[src/include/rah_pkg.sv]
package rah_pkg;
  // ----------------------------------------
  // register map: index, byte address = 4 * index
  // ----------------------------------------
  localparam int unsigned AW = 14;
  localparam logic [11:0] IDX_HOURS = 12'hf39;
  localparam logic [11:0] IDX_DOM = 12'hf3a;
  localparam logic [11:0] IDX_DOW = 12'hf3b;
  localparam logic [11:0] IDX_CTRL = 12'hf3c;
  localparam logic [11:0] IDX_CFG = 12'hf40;
  localparam logic [11:0] IDX_STAT = 12'hf41;
  localparam logic [11:0] IDX_MASK = 12'hf42;

  // ----------------------------------------
  // fields and reset values
  // ----------------------------------------
  localparam int unsigned CTRL_DOM = 4;
  localparam int unsigned CTRL_DOW = 3;
  localparam int unsigned CTRL_HRS = 2;
  localparam logic [7:0] CTRL_WMASK = 8'h1f;
  localparam logic [7:0] CTRL_RST = 8'h00;
  localparam logic [7:0] DOW_WMASK = 8'h07;
  localparam int unsigned CFG_MODE = 0;
  localparam int unsigned CFG_BCD = 1;
  localparam logic [1:0] CFG_RST = 2'h0;
  localparam int unsigned ST_HIT = 0;
  localparam int unsigned ST_BAD = 1;
  localparam logic [1:0] ST_RST = 2'h0;
  localparam logic [1:0] MASK_RST = 2'h0;
  localparam int unsigned TENS_HI = 5;
  localparam int unsigned TENS_LO = 4;

  // ----------------------------------------
  // value limits and compare masks
  // ----------------------------------------
  localparam logic [1:0] HRS_TENS_MAX = 2'h2;
  localparam logic [1:0] DOM_TENS_MAX = 2'h3;
  localparam logic [3:0] ONES_MAX = 4'h9;
  localparam logic [7:0] HRS_BIN_MAX = 8'h17;
  localparam logic [7:0] DOM_BIN_MAX = 8'h1e;
  localparam logic [2:0] DOW_MIN = 3'h1;
  localparam logic [7:0] MASK_COUNT = 8'hff;
  localparam logic [7:0] MASK_BCD = 8'h3f;
  localparam logic [7:0] MASK_BIN = 8'h1f;

  typedef enum logic [1:0] {RAH_F_HRS, RAH_F_DOM, RAH_F_DOW} rah_field_e;

  function automatic logic [7:0] rah_cmp_mask(rah_field_e f, logic mode, logic bcd);
    logic [7:0] m;
    m = mode ? MASK_COUNT : (bcd ? MASK_BCD : MASK_BIN);
    if (f == RAH_F_DOW) begin
      m = DOW_WMASK;
    end
    return m;
  endfunction

  function automatic logic rah_valid(rah_field_e f, logic mode, logic bcd, logic [7:0] v);
    logic ok;
    logic tens_ok;
    ok = 1'b1;
    tens_ok = (f == RAH_F_HRS) ? (v[5:4] <= HRS_TENS_MAX) : (v[5:4] <= DOM_TENS_MAX);
    if (f == RAH_F_DOW) begin
      ok = v[2:0] >= DOW_MIN;
    end else if (!mode && bcd) begin
      ok = (v[7:6] == 2'h0) && tens_ok && (v[3:0] <= ONES_MAX);
    end else if (!mode) begin
      ok = v <= ((f == RAH_F_HRS) ? HRS_BIN_MAX : DOM_BIN_MAX);
    end
    return ok;
  endfunction
endpackage

[src/include/rah_match_if.sv]
`timescale 1ns/1ns
`default_nettype none
interface rah_match_if;
  logic [7:0] al_hrs;
  logic [7:0] al_dom;
  logic [7:0] al_dow;
  logic en_hrs;
  logic en_dom;
  logic en_dow;
  logic mode;
  logic bcd;
  logic [7:0] cur_hrs;
  logic [7:0] cur_dom;
  logic [7:0] cur_dow;
  logic hit;
  modport regs (output al_hrs, al_dom, al_dow, en_hrs, en_dom, en_dow, mode, bcd,
                output cur_hrs, cur_dom, cur_dow, input hit);
  modport cmp (input al_hrs, al_dom, al_dow, en_hrs, en_dom, en_dow, mode, bcd,
               input cur_hrs, cur_dom, cur_dow, output hit);
endinterface
`default_nettype wire

[src/rtl/rah_regs.sv]
`timescale 1ns/1ns
`default_nettype none
// How it works
// BCD hours: tens 0-2, ones 0-9
// binary hours: bits 4:0, 0x00-0x17
// counter mode: hours is counter byte 1
// BCD select picks binary or BCD reading
// reset leaves stored alarm values alone
// BCD date: tens 0-3, ones 0-9
// binary date: bits 4:0, 0x00-0x1e
// counter mode: date is counter byte 0
// BCD weekday code 1-7 in bits 2:0
// binary weekday 0x01-0x07 in bits 2:0
// software writes zero to reserved bits
// mode bit: 0 calendar, 1 counter
// only enabled fields join the match
// alarm when all enabled fields match
module rah_regs (
  input wire logic pclk, // bus clock
  input wire logic presetn, // async reset, low
  input wire logic psel, // apb select
  input wire logic penable, // apb access phase
  input wire logic pwrite, // apb direction
  input wire logic [13:0] paddr, // apb byte address
  input wire logic [31:0] pwdata, // apb write data
  output logic [31:0] prdata, // apb read data
  output logic pready, // apb ready
  output logic pslverr, // unmapped address
  input wire logic [7:0] cur_hrs, // hours or counter byte 1
  input wire logic [7:0] cur_dom, // date or counter byte 0
  input wire logic [7:0] cur_dow, // current weekday
  output logic alarm, // all enabled fields match
  output logic irq // unmasked status pending
);
  // ----------------------------------------
  // state
  // ----------------------------------------
  typedef struct packed {
    logic pready;
    logic [31:0] prdata;
    logic pslverr;
    logic [7:0] ctrl;
    logic [1:0] cfg;
    logic [1:0] stat;
    logic [1:0] mask;
    logic alarm;
    logic irq;
  } rah_state_s;

  typedef struct packed {
    logic [7:0] hrs;
    logic [7:0] dom;
    logic [7:0] dow;
  } rah_alarm_s;

  rah_state_s q;
  rah_state_s d;
  rah_alarm_s aq;
  rah_alarm_s ad;
  logic [11:0] idx;
  logic setup;
  logic wr;
  logic mode;
  logic bcd;
  logic ev_bad;
  logic [1:0] ev;
  logic [1:0] w1c;
  logic [31:0] rdv;

  rah_match_if mif ();

  function automatic logic mapped(logic [11:0] i);
    return i == rah_pkg::IDX_HOURS || i == rah_pkg::IDX_DOM || i == rah_pkg::IDX_DOW ||
           i == rah_pkg::IDX_CTRL || i == rah_pkg::IDX_CFG || i == rah_pkg::IDX_STAT ||
           i == rah_pkg::IDX_MASK;
  endfunction

  // ----------------------------------------
  // comparator
  // ----------------------------------------
  assign mif.al_hrs = aq.hrs;
  assign mif.al_dom = aq.dom;
  assign mif.al_dow = aq.dow;
  assign mif.en_hrs = q.ctrl[rah_pkg::CTRL_HRS];
  assign mif.en_dom = q.ctrl[rah_pkg::CTRL_DOM];
  assign mif.en_dow = q.ctrl[rah_pkg::CTRL_DOW];
  assign mif.mode = mode;
  assign mif.bcd = bcd;
  assign mif.cur_hrs = cur_hrs;
  assign mif.cur_dom = cur_dom;
  assign mif.cur_dow = cur_dow;

  rah_match u_cmp (
    .m (mif.cmp)
  );

  // ----------------------------------------
  // next state
  // ----------------------------------------
  always_comb begin
    d = q;
    ad = aq;
    idx = paddr[13:2];
    mode = q.cfg[rah_pkg::CFG_MODE];
    bcd = q.cfg[rah_pkg::CFG_BCD];
    setup = psel & ~penable & ~q.pready;
    wr = psel & penable & q.pready & pwrite;
    ev_bad = 1'b0;
    w1c = 2'h0;
    rdv = 32'h0000_0000;
    case (idx)
      rah_pkg::IDX_HOURS: begin
        rdv[7:0] = aq.hrs;
      end
      rah_pkg::IDX_DOM: begin
        rdv[7:0] = aq.dom;
      end
      rah_pkg::IDX_DOW: begin
        rdv[7:0] = aq.dow & rah_pkg::DOW_WMASK;
      end
      rah_pkg::IDX_CTRL: begin
        rdv[7:0] = q.ctrl;
      end
      rah_pkg::IDX_CFG: begin
        rdv[1:0] = q.cfg;
      end
      rah_pkg::IDX_STAT: begin
        rdv[1:0] = q.stat;
      end
      rah_pkg::IDX_MASK: begin
        rdv[1:0] = q.mask;
      end
      default: begin
        rdv = 32'h0000_0000;
      end
    endcase
    // answer one cycle after the setup phase
    d.pready = setup;
    if (setup) begin
      d.prdata = pwrite ? 32'h0000_0000 : rdv;
      d.pslverr = ~mapped(idx);
    end
    // writes take effect at the completing access edge
    if (wr) begin
      case (idx)
        rah_pkg::IDX_HOURS: begin
          ad.hrs = pwdata[7:0];
          ev_bad = ~rah_pkg::rah_valid(rah_pkg::RAH_F_HRS, mode, bcd, pwdata[7:0]);
        end
        rah_pkg::IDX_DOM: begin
          ad.dom = pwdata[7:0];
          ev_bad = ~rah_pkg::rah_valid(rah_pkg::RAH_F_DOM, mode, bcd, pwdata[7:0]);
        end
        rah_pkg::IDX_DOW: begin
          ad.dow = pwdata[7:0] & rah_pkg::DOW_WMASK;
          ev_bad = ~rah_pkg::rah_valid(rah_pkg::RAH_F_DOW, mode, bcd, pwdata[7:0]);
        end
        rah_pkg::IDX_CTRL: begin
          d.ctrl = pwdata[7:0] & rah_pkg::CTRL_WMASK;
        end
        rah_pkg::IDX_CFG: begin
          d.cfg = pwdata[1:0];
        end
        rah_pkg::IDX_STAT: begin
          w1c = pwdata[1:0];
        end
        rah_pkg::IDX_MASK: begin
          d.mask = pwdata[1:0];
        end
        default: begin
          w1c = 2'h0;
        end
      endcase
    end
    // new events win over a same-cycle clear
    ev = 2'h0;
    ev[rah_pkg::ST_HIT] = mif.hit & ~q.alarm;
    ev[rah_pkg::ST_BAD] = ev_bad;
    d.stat = (q.stat & ~w1c) | ev;
    d.alarm = mif.hit;
    d.irq = |(d.stat & d.mask);
  end

  // ----------------------------------------
  // registers
  // ----------------------------------------
  always_ff @(posedge pclk or negedge presetn) begin
    if (!presetn) begin
      q.pready <= 1'b0;
      q.prdata <= 32'h0000_0000;
      q.pslverr <= 1'b0;
      q.ctrl <= rah_pkg::CTRL_RST;
      q.cfg <= rah_pkg::CFG_RST;
      q.stat <= rah_pkg::ST_RST;
      q.mask <= rah_pkg::MASK_RST;
      q.alarm <= 1'b0;
      q.irq <= 1'b0;
    end else begin
      q <= d;
    end
  end

  // alarm values carry no reset
  always_ff @(posedge pclk) begin
    aq <= ad;
  end

  assign prdata = q.prdata;
  assign pready = q.pready;
  assign pslverr = q.pslverr;
  assign alarm = q.alarm;
  assign irq = q.irq;
endmodule
`default_nettype wire

[src/rtl/rah_match.sv]
`timescale 1ns/1ns
`default_nettype none
module rah_match (
  rah_match_if.cmp m // alarm values, enables, current time
);
  logic [7:0] mh;
  logic [7:0] md;
  logic [7:0] mw;
  logic eq_h;
  logic eq_d;
  logic eq_w;
  logic dow_on;
  logic any_on;

  // ----------------------------------------
  // field compare
  // ----------------------------------------
  always_comb begin
    mh = rah_pkg::rah_cmp_mask(rah_pkg::RAH_F_HRS, m.mode, m.bcd);
    md = rah_pkg::rah_cmp_mask(rah_pkg::RAH_F_DOM, m.mode, m.bcd);
    mw = rah_pkg::rah_cmp_mask(rah_pkg::RAH_F_DOW, m.mode, m.bcd);
    eq_h = ((m.al_hrs ^ m.cur_hrs) & mh) == 8'h00;
    eq_d = ((m.al_dom ^ m.cur_dom) & md) == 8'h00;
    eq_w = ((m.al_dow ^ m.cur_dow) & mw) == 8'h00;
    // weekday has no byte in counter mode
    dow_on = m.en_dow & ~m.mode;
    any_on = m.en_hrs | m.en_dom | dow_on;
    m.hit = any_on & (~m.en_hrs | eq_h) & (~m.en_dom | eq_d) & (~dow_on | eq_w);
  end
endmodule
`default_nettype wire

[config.mk]
export PLATFORM = sky130hd
export DESIGN_NAME = rah_regs
export DESIGN_NICKNAME = d
export VERILOG_FILES = /design/src/include/rah_pkg.sv /design/src/include/rah_match_if.sv /design/src/rtl/rah_regs.sv /design/src/rtl/rah_match.sv
export SDC_FILE = /design/constraint.sdc
export NUM_CORES = 1
export LEC_CHECK = 0
export BUFFER_PORTS_ARGS = -buffer_cell sky130_fd_sc_hd__buf_2
export CELL_PAD_IN_SITES_DETAIL_PLACEMENT = 1
export CELL_PAD_IN_SITES_GLOBAL_PLACEMENT = 1
export CORE_ASPECT_RATIO = 2
export CORE_UTILIZATION = 34
export DETAILED_ROUTE_END_ITERATION = 8
export PLACE_DENSITY_LB_ADDON = 0.1
export SKIP_LAST_GASP = 1
export SLEW_MARGIN = 25
export SYNTH_ARGS = -nofsm -noshare
export SYNTH_HDL_FRONTEND = slang
export SYNTH_SLANG_ARGS = --single-unit
[constraint.sdc]
create_clock -name pclk -period 2.3 [get_ports pclk]
set_clock_uncertainty 0.05 [all_clocks]
set_input_delay 0.345 -clock pclk [delete_from_list [all_inputs] [get_ports pclk]]
set_output_delay 0.345 -clock pclk [all_outputs]
set_load 0.02 [all_outputs]
# ---- After elaboration in Yosys (flattened, before gate mapping)
# Cells that the tools add are included.
dict set report totals {
  regBits 66
  input_bits 75
  out_inout_bits 36
  wordCells 103
}
dict set report classes {
  order_cmp 6
  eq_ne 7
  muxes 21
  bitwise 35
  reduce_logical 22
}
# cell count
set ops {}
lappend ops {{equality test 12 bit, second input constant} 7}
lappend ops {{logical NOT 8 bit} 3}
lappend ops {{one-hot mux 6 bit (4 select lines)} 1}
lappend ops {{bitwise AND 8 bit} 2}
lappend ops {{<= comparator 8 x 5 -> 1 bit, second input constant} 2}
lappend ops {{two-way mux 8 bit} 2}
lappend ops {{bitwise XOR 8 bit} 2}
lappend ops {{one-hot mux 2 bit (7 select lines)} 1}
lappend ops {{two-way mux 1 bit} 11}
lappend ops {{inverter 1 bit} 11}
lappend ops {{bitwise AND 1 bit} 10}
lappend ops {{AND reduction 2 bit} 5}
lappend ops {{two-way mux 2 bit} 4}
lappend ops {{logical OR 1 bit} 6}
lappend ops {{two-way mux 6 bit} 1}
lappend ops {{logical AND 1 bit} 5}
lappend ops {{OR 1 bit} 5}
lappend ops {{bitwise AND 2 bit} 2}
lappend ops {{<= comparator 2 bit, second input constant} 2}
lappend ops {{<= comparator 4 bit, second input constant} 1}
lappend ops {{greater-or-equal comparator 3 x 1 -> 1 bit, second input constant} 1}
lappend ops {{one-hot mux 1 bit (3 select lines)} 1}
lappend ops {{bitwise XOR 3 bit} 1}
lappend ops {{logical NOT 2 bit} 1}
lappend ops {{4 further kinds} 4}

# ---- Depth between registers and ports, before layout
dict set report depth {
  word_depth 12
  mapped_depth 8
  depth_no_buf 6
}

# ---- Hierarchy
# From an unflattened synthesis, not the netlist that was laid out.
dict set report hier_totals {
  cells_unflattened 217
  area_unflattened_um2 2432.3
}
# module instances cells_each area_each_um2 seq_area_each_um2
set by_module_without_submodules {}
lappend by_module_without_submodules {rah_regs 1 185 2177.1 1146.1}
lappend by_module_without_submodules {rah_match 1 32 255.2 0.0}

# ---- Worst setup path after synthesis
# OpenSTA, ideal clock, no wires.
dict set report synth_path {
  path_kind {input to register}
  startpoint {in paddr[13]}
  endpoint {reg aq, in the netlist mif.al_hrs[0] (enable)}
  setup_ps 373
  arrival_time_ps 1914
  t_required_ps 1877
  path_slack_ps -38
  cell_stages 5
  n_path_buf 1
  path_cell_list {nand4_1 -> nor4_1 -> and2_1 -> clkbuf_1 -> nor2b_1}
}
dict set report synth_via {
  elab_chain_cells 2
}
# element line
set synth_lines {}
lappend synth_lines {{start: declaration} rah_regs.sv:24} ;# input wire logic [13:0] paddr,
lappend synth_lines {{equality test 12 bit} rah_regs.sv:145} ;# case (idx)
lappend synth_lines {{AND reduction 2 bit (no source line)} n/a}
lappend synth_lines {{end signal: assignment} rah_regs.sv:205} ;# aq <= ad;
lappend synth_lines {{end: declaration} rah_regs.sv:58} ;# rah_alarm_s aq;
# No other way between the ends.
# A chain may end at the register's enable or synchronous reset.

==> flow_summary_export.csv <==
group,metric,value,unit
power_and_ir_drop,intPower,1380,µW
yosys,syn_inst,219,
power_and_ir_drop,p_sw_frac,0.221,
clock_network,clock_latency,0.29,ns
clock_network,cts_tree,"built",
yosys,yosys_most_used_dff,"dfrtp_1",
yosys,async_flop_share,0.548,
floorplanning,coreArea,6670,µm²
timing,fmax,458,MHz
flow_run,maxCapViolCount,0,
routing,avgRoutedWirePerCell,16.8,µm
clock_network,clockBufferDepth,2,
power_and_ir_drop,finalPower,1770,µW
layout,diodes,0,
power_and_ir_drop,p_sw,392,µW
grt,grt_overflow_total,0,
routing,vias,1784,
worst_hold_path,min_path_type,"primary input to async pin",
clock_network,numCtsBuffers,5,
placed_design,gp_congestion,0.864,
layout,final_util,0.425,
timing,relSlewSlack,0.604,
floorplanning,num_rows,42,
layout,fill_cells,783,
yosys,post-synth-top-area-fraction,0.245,
timing,hold_viol,0,
yosys,synth-seq-cells,42,
placed_design,hpwl,5030,µm
worst_setup_path,critPathKind,"primary input to flop",
grt,track_usage,0.189,
worst_setup_path,critical_path_buf_inv_count,1,
yosys,yosysWarnings,0,
timing,fin_crit_sh,0.950,
routing,drc_errors,0,
worst_setup_path,cp_slowest_cell,"or4b_1",
grt,grt_pass1_wl,9510,µm
clock_network,cts.htree.levels,2,
routing,firstDrtPassIters,4,
power_and_ir_drop,p_per_area,625,nW/µm²
worst_setup_path,path_delay_family,"simple AND/OR/NAND/NOR gates",
yosys,yosys-top-cells-count,"32 x buf_4, 23 x dfrtp_1, 19 x edfxtp_1, 19 x nand2_1, 16 x nor2_1",
power_and_ir_drop,power_frac_comb,0.090,
timing,fin_crit,2.18,ns
timing,worst_pin_slew,0.593,ns
layout,syn2layout_area_growth,20.7,%
worst_setup_path,setup.worst_path.start_class,"primary input",
yosys,syn_area_per_cell,10.7,µm²
worst_setup_path,cp-end-kind,"flop",
clock_network,clock-sinks,42,
worst_setup_path,slowest_delay,0.50,ns
grt,grt_start_max_net_pins,24,
layout,drive_gt1_frac,0.296,
worst_setup_path,worstPathMaxFanout,3,
yosys,synth.most_common_cell,"buf_4",
clock_network,clk_pin_slew,0.06,ns
yosys,synthTopCellsByArea,"dfrtp_1 24%, edfxtp_1 24%, buf_4 10%",
power_and_ir_drop,seqPwrFrac,0.446,
yosys,synth-edff-count,19,
floorplanning,die-width,60.8,µm
floorplanning,dieArea,7270,µm²
grt,grt_pass1_vias,1896,
placed_design,io_buffers,55,
floorplanning,start_util,0.352,
yosys,yosysTopAreaCell,"dfrtp_1",
routing,totalWireLength,6190,µm
worst_setup_path,worstPathArrival,2.31,ns
power_and_ir_drop,leakagePower,0.00125,µW
timing,drv_slew,0,
placed_design,place_area,2660,µm²
timing,tns,0,ns
layout,final_area,2840,µm²
worst_setup_path,worstPathCellList,"buf_2, or4b_1, or4_4, nor4_2, nand2_1, a22o_1, a22o_1",
routing,drtIter0Drc,52,
run_status,outcome,"complete, no violations",
power_and_ir_drop,p_clk_frac,0.464,
floorplanning,die_h,120,µm
floorplanning,ios,111,
yosys,yosysSeqAreaShare,0.487,
timing,rsz0062_at_grt,"false",
routing,final_antenna_net_count,0,
timing,fin_ws,0.115,ns
worst_setup_path,required,2.42,ns
worst_setup_path,cp_common_cell,"a22o_1",
routing,viasPerCell,4.85,
placed_design,place_ws,-0.181,ns
clock_network,ctsHoldBuffers,0,
grt,antenna_found_initial,0,
yosys,ys_types,50,
layout,final_nets,354,
power_and_ir_drop,peakVddDrop,0.000449,V
timing,setup_viol,0,
yosys,syn-cell-area,2350,µm²
clock_network,cts_root_buffer,"clkbuf_16",
repair_timing:
action,CTS,global route
buffers inserted,0,0
resized for setup,0,1
setup endpoints to repair,0,1
endpoints found under the hold margin,0,0
path summary, 6_finish.rpt:
kind | from | endpoint | slack [ns] | cells past startpoint
worst max-delay path | paddr[5] | irq | 0.12 | 7
worst min-delay path | presetn | prdata[7] | 0.002 | 1
worst max register to register | mif.al_hrs[4] | irq | 0.14 | 7
worst min register to register | prdata[1] | prdata[1] | 0.41 | 2
max in group asynchronous | presetn | pready | 1.79 | 1
min in group pclk | pwrite | prdata[0] | 0.23 | 2
worst reg2reg max path, cell delays in order, from the launching register on:
cell and delay [ns]:
edfxtp_1 0.43, xnor2_1 0.18, nand3_1 0.12, o41a_1 0.45, a2111oi_2 0.38, buf_4 0.19, a22o_1 0.16, a22o_1 0.14
power by group through the flow:
stage / clock, µW / sequential [µW] / combinational (µW)
final: 823 / 792 / 159
after global routing: 867 / 792 / 176
after CTS: 845 / 792 / 161
after detailed placement: 0 / 807 / 161
after global placement: 0 / 806 / 161
after floorplan: 0 / 811 / 107
cell type report:
type,instances,area (µm²),share of cell area
timing repair buffer,67,365,0.129
tap,88,110,0.0388
sequential,42,1150,0.404
clock buffer,7,143,0.0503
clock inverter,1,30.0,0.0106
inverter,3,11.3,0.00397
multi-input combinational,160,1030,0.364
kinds of logic (layout without fill, tap and decap cells):
kind of cell    after synthesis  in the layout  synth area share
flops                        42             42             0.487
other cells                   1             24           0.00160
xor+xnor                     18             18            0.0671
buf+inv                      40             78             0.115
compound gates               44             44             0.130
simple gates                 60             60             0.133
mux                          14             14            0.0660
cell usage in the layout, fill, tap and decap left out, types with 2 or more instances in the layout:
cell type	count
nor4_2	2
nor3_1	3
and2_1	2
and4_1	2
dfrtp_1	23
a22oi_1	4
buf_4	12
a21oi_1	6
o2bb2ai_1	2
xnor2_1	10
mux2_1	7
buf_2	55
a31oi_1	2
conb_1	24
o21ai_0	2
nand2_1	19
a222oi_1	2
mux2i_1	5
o21ai_1	10
nand4_1	3
a22o_1	2
o2111ai_1	2
nand3_1	3
edfxtp_1	19
xor2_1	8
a32o_1	2
clkbuf_16	5
nor2b_1	2
inv_1	2
nor2_1	16
o22ai_1	2
through the flow:
| step | cells | hold WS (ns) |
|---|---|---|
| after floorplan | 242 | -0.000591 |
| after global placement | 360 | 0.326 |
| after detailed placement | 360 | 0.332 |
| after CTS | 368 | 0.0180 |
| after global routing | 368 | 0.0503 |
| final | 368 | 0.00217 |
registers in the layout, indices dropped and copies added, names as in the netlist:
name / flops
alarm: 1
bcd: 1
irq: 1
mif.al_dom: 8
mif.al_dow: 3
mif.al_hrs: 8
mif.en_dom: 1
mif.en_dow: 1
mif.en_hrs: 1
mif.mode: 1
prdata: 8
pready: 1
pslverr: 1
q: 6
per-layer routing:
metal / vias to the layer above / global-route usage / wire (µm)
met5: - / 0 / 0
met3: 13 / 0.0356 / 206
li1: 863 / - / -
met1: 857 / 0.179 / 2080
met2: 51 / 0.355 / 3700
met4: 0 / 0.0966 / 193
Power figures use the tool's default switching activity.
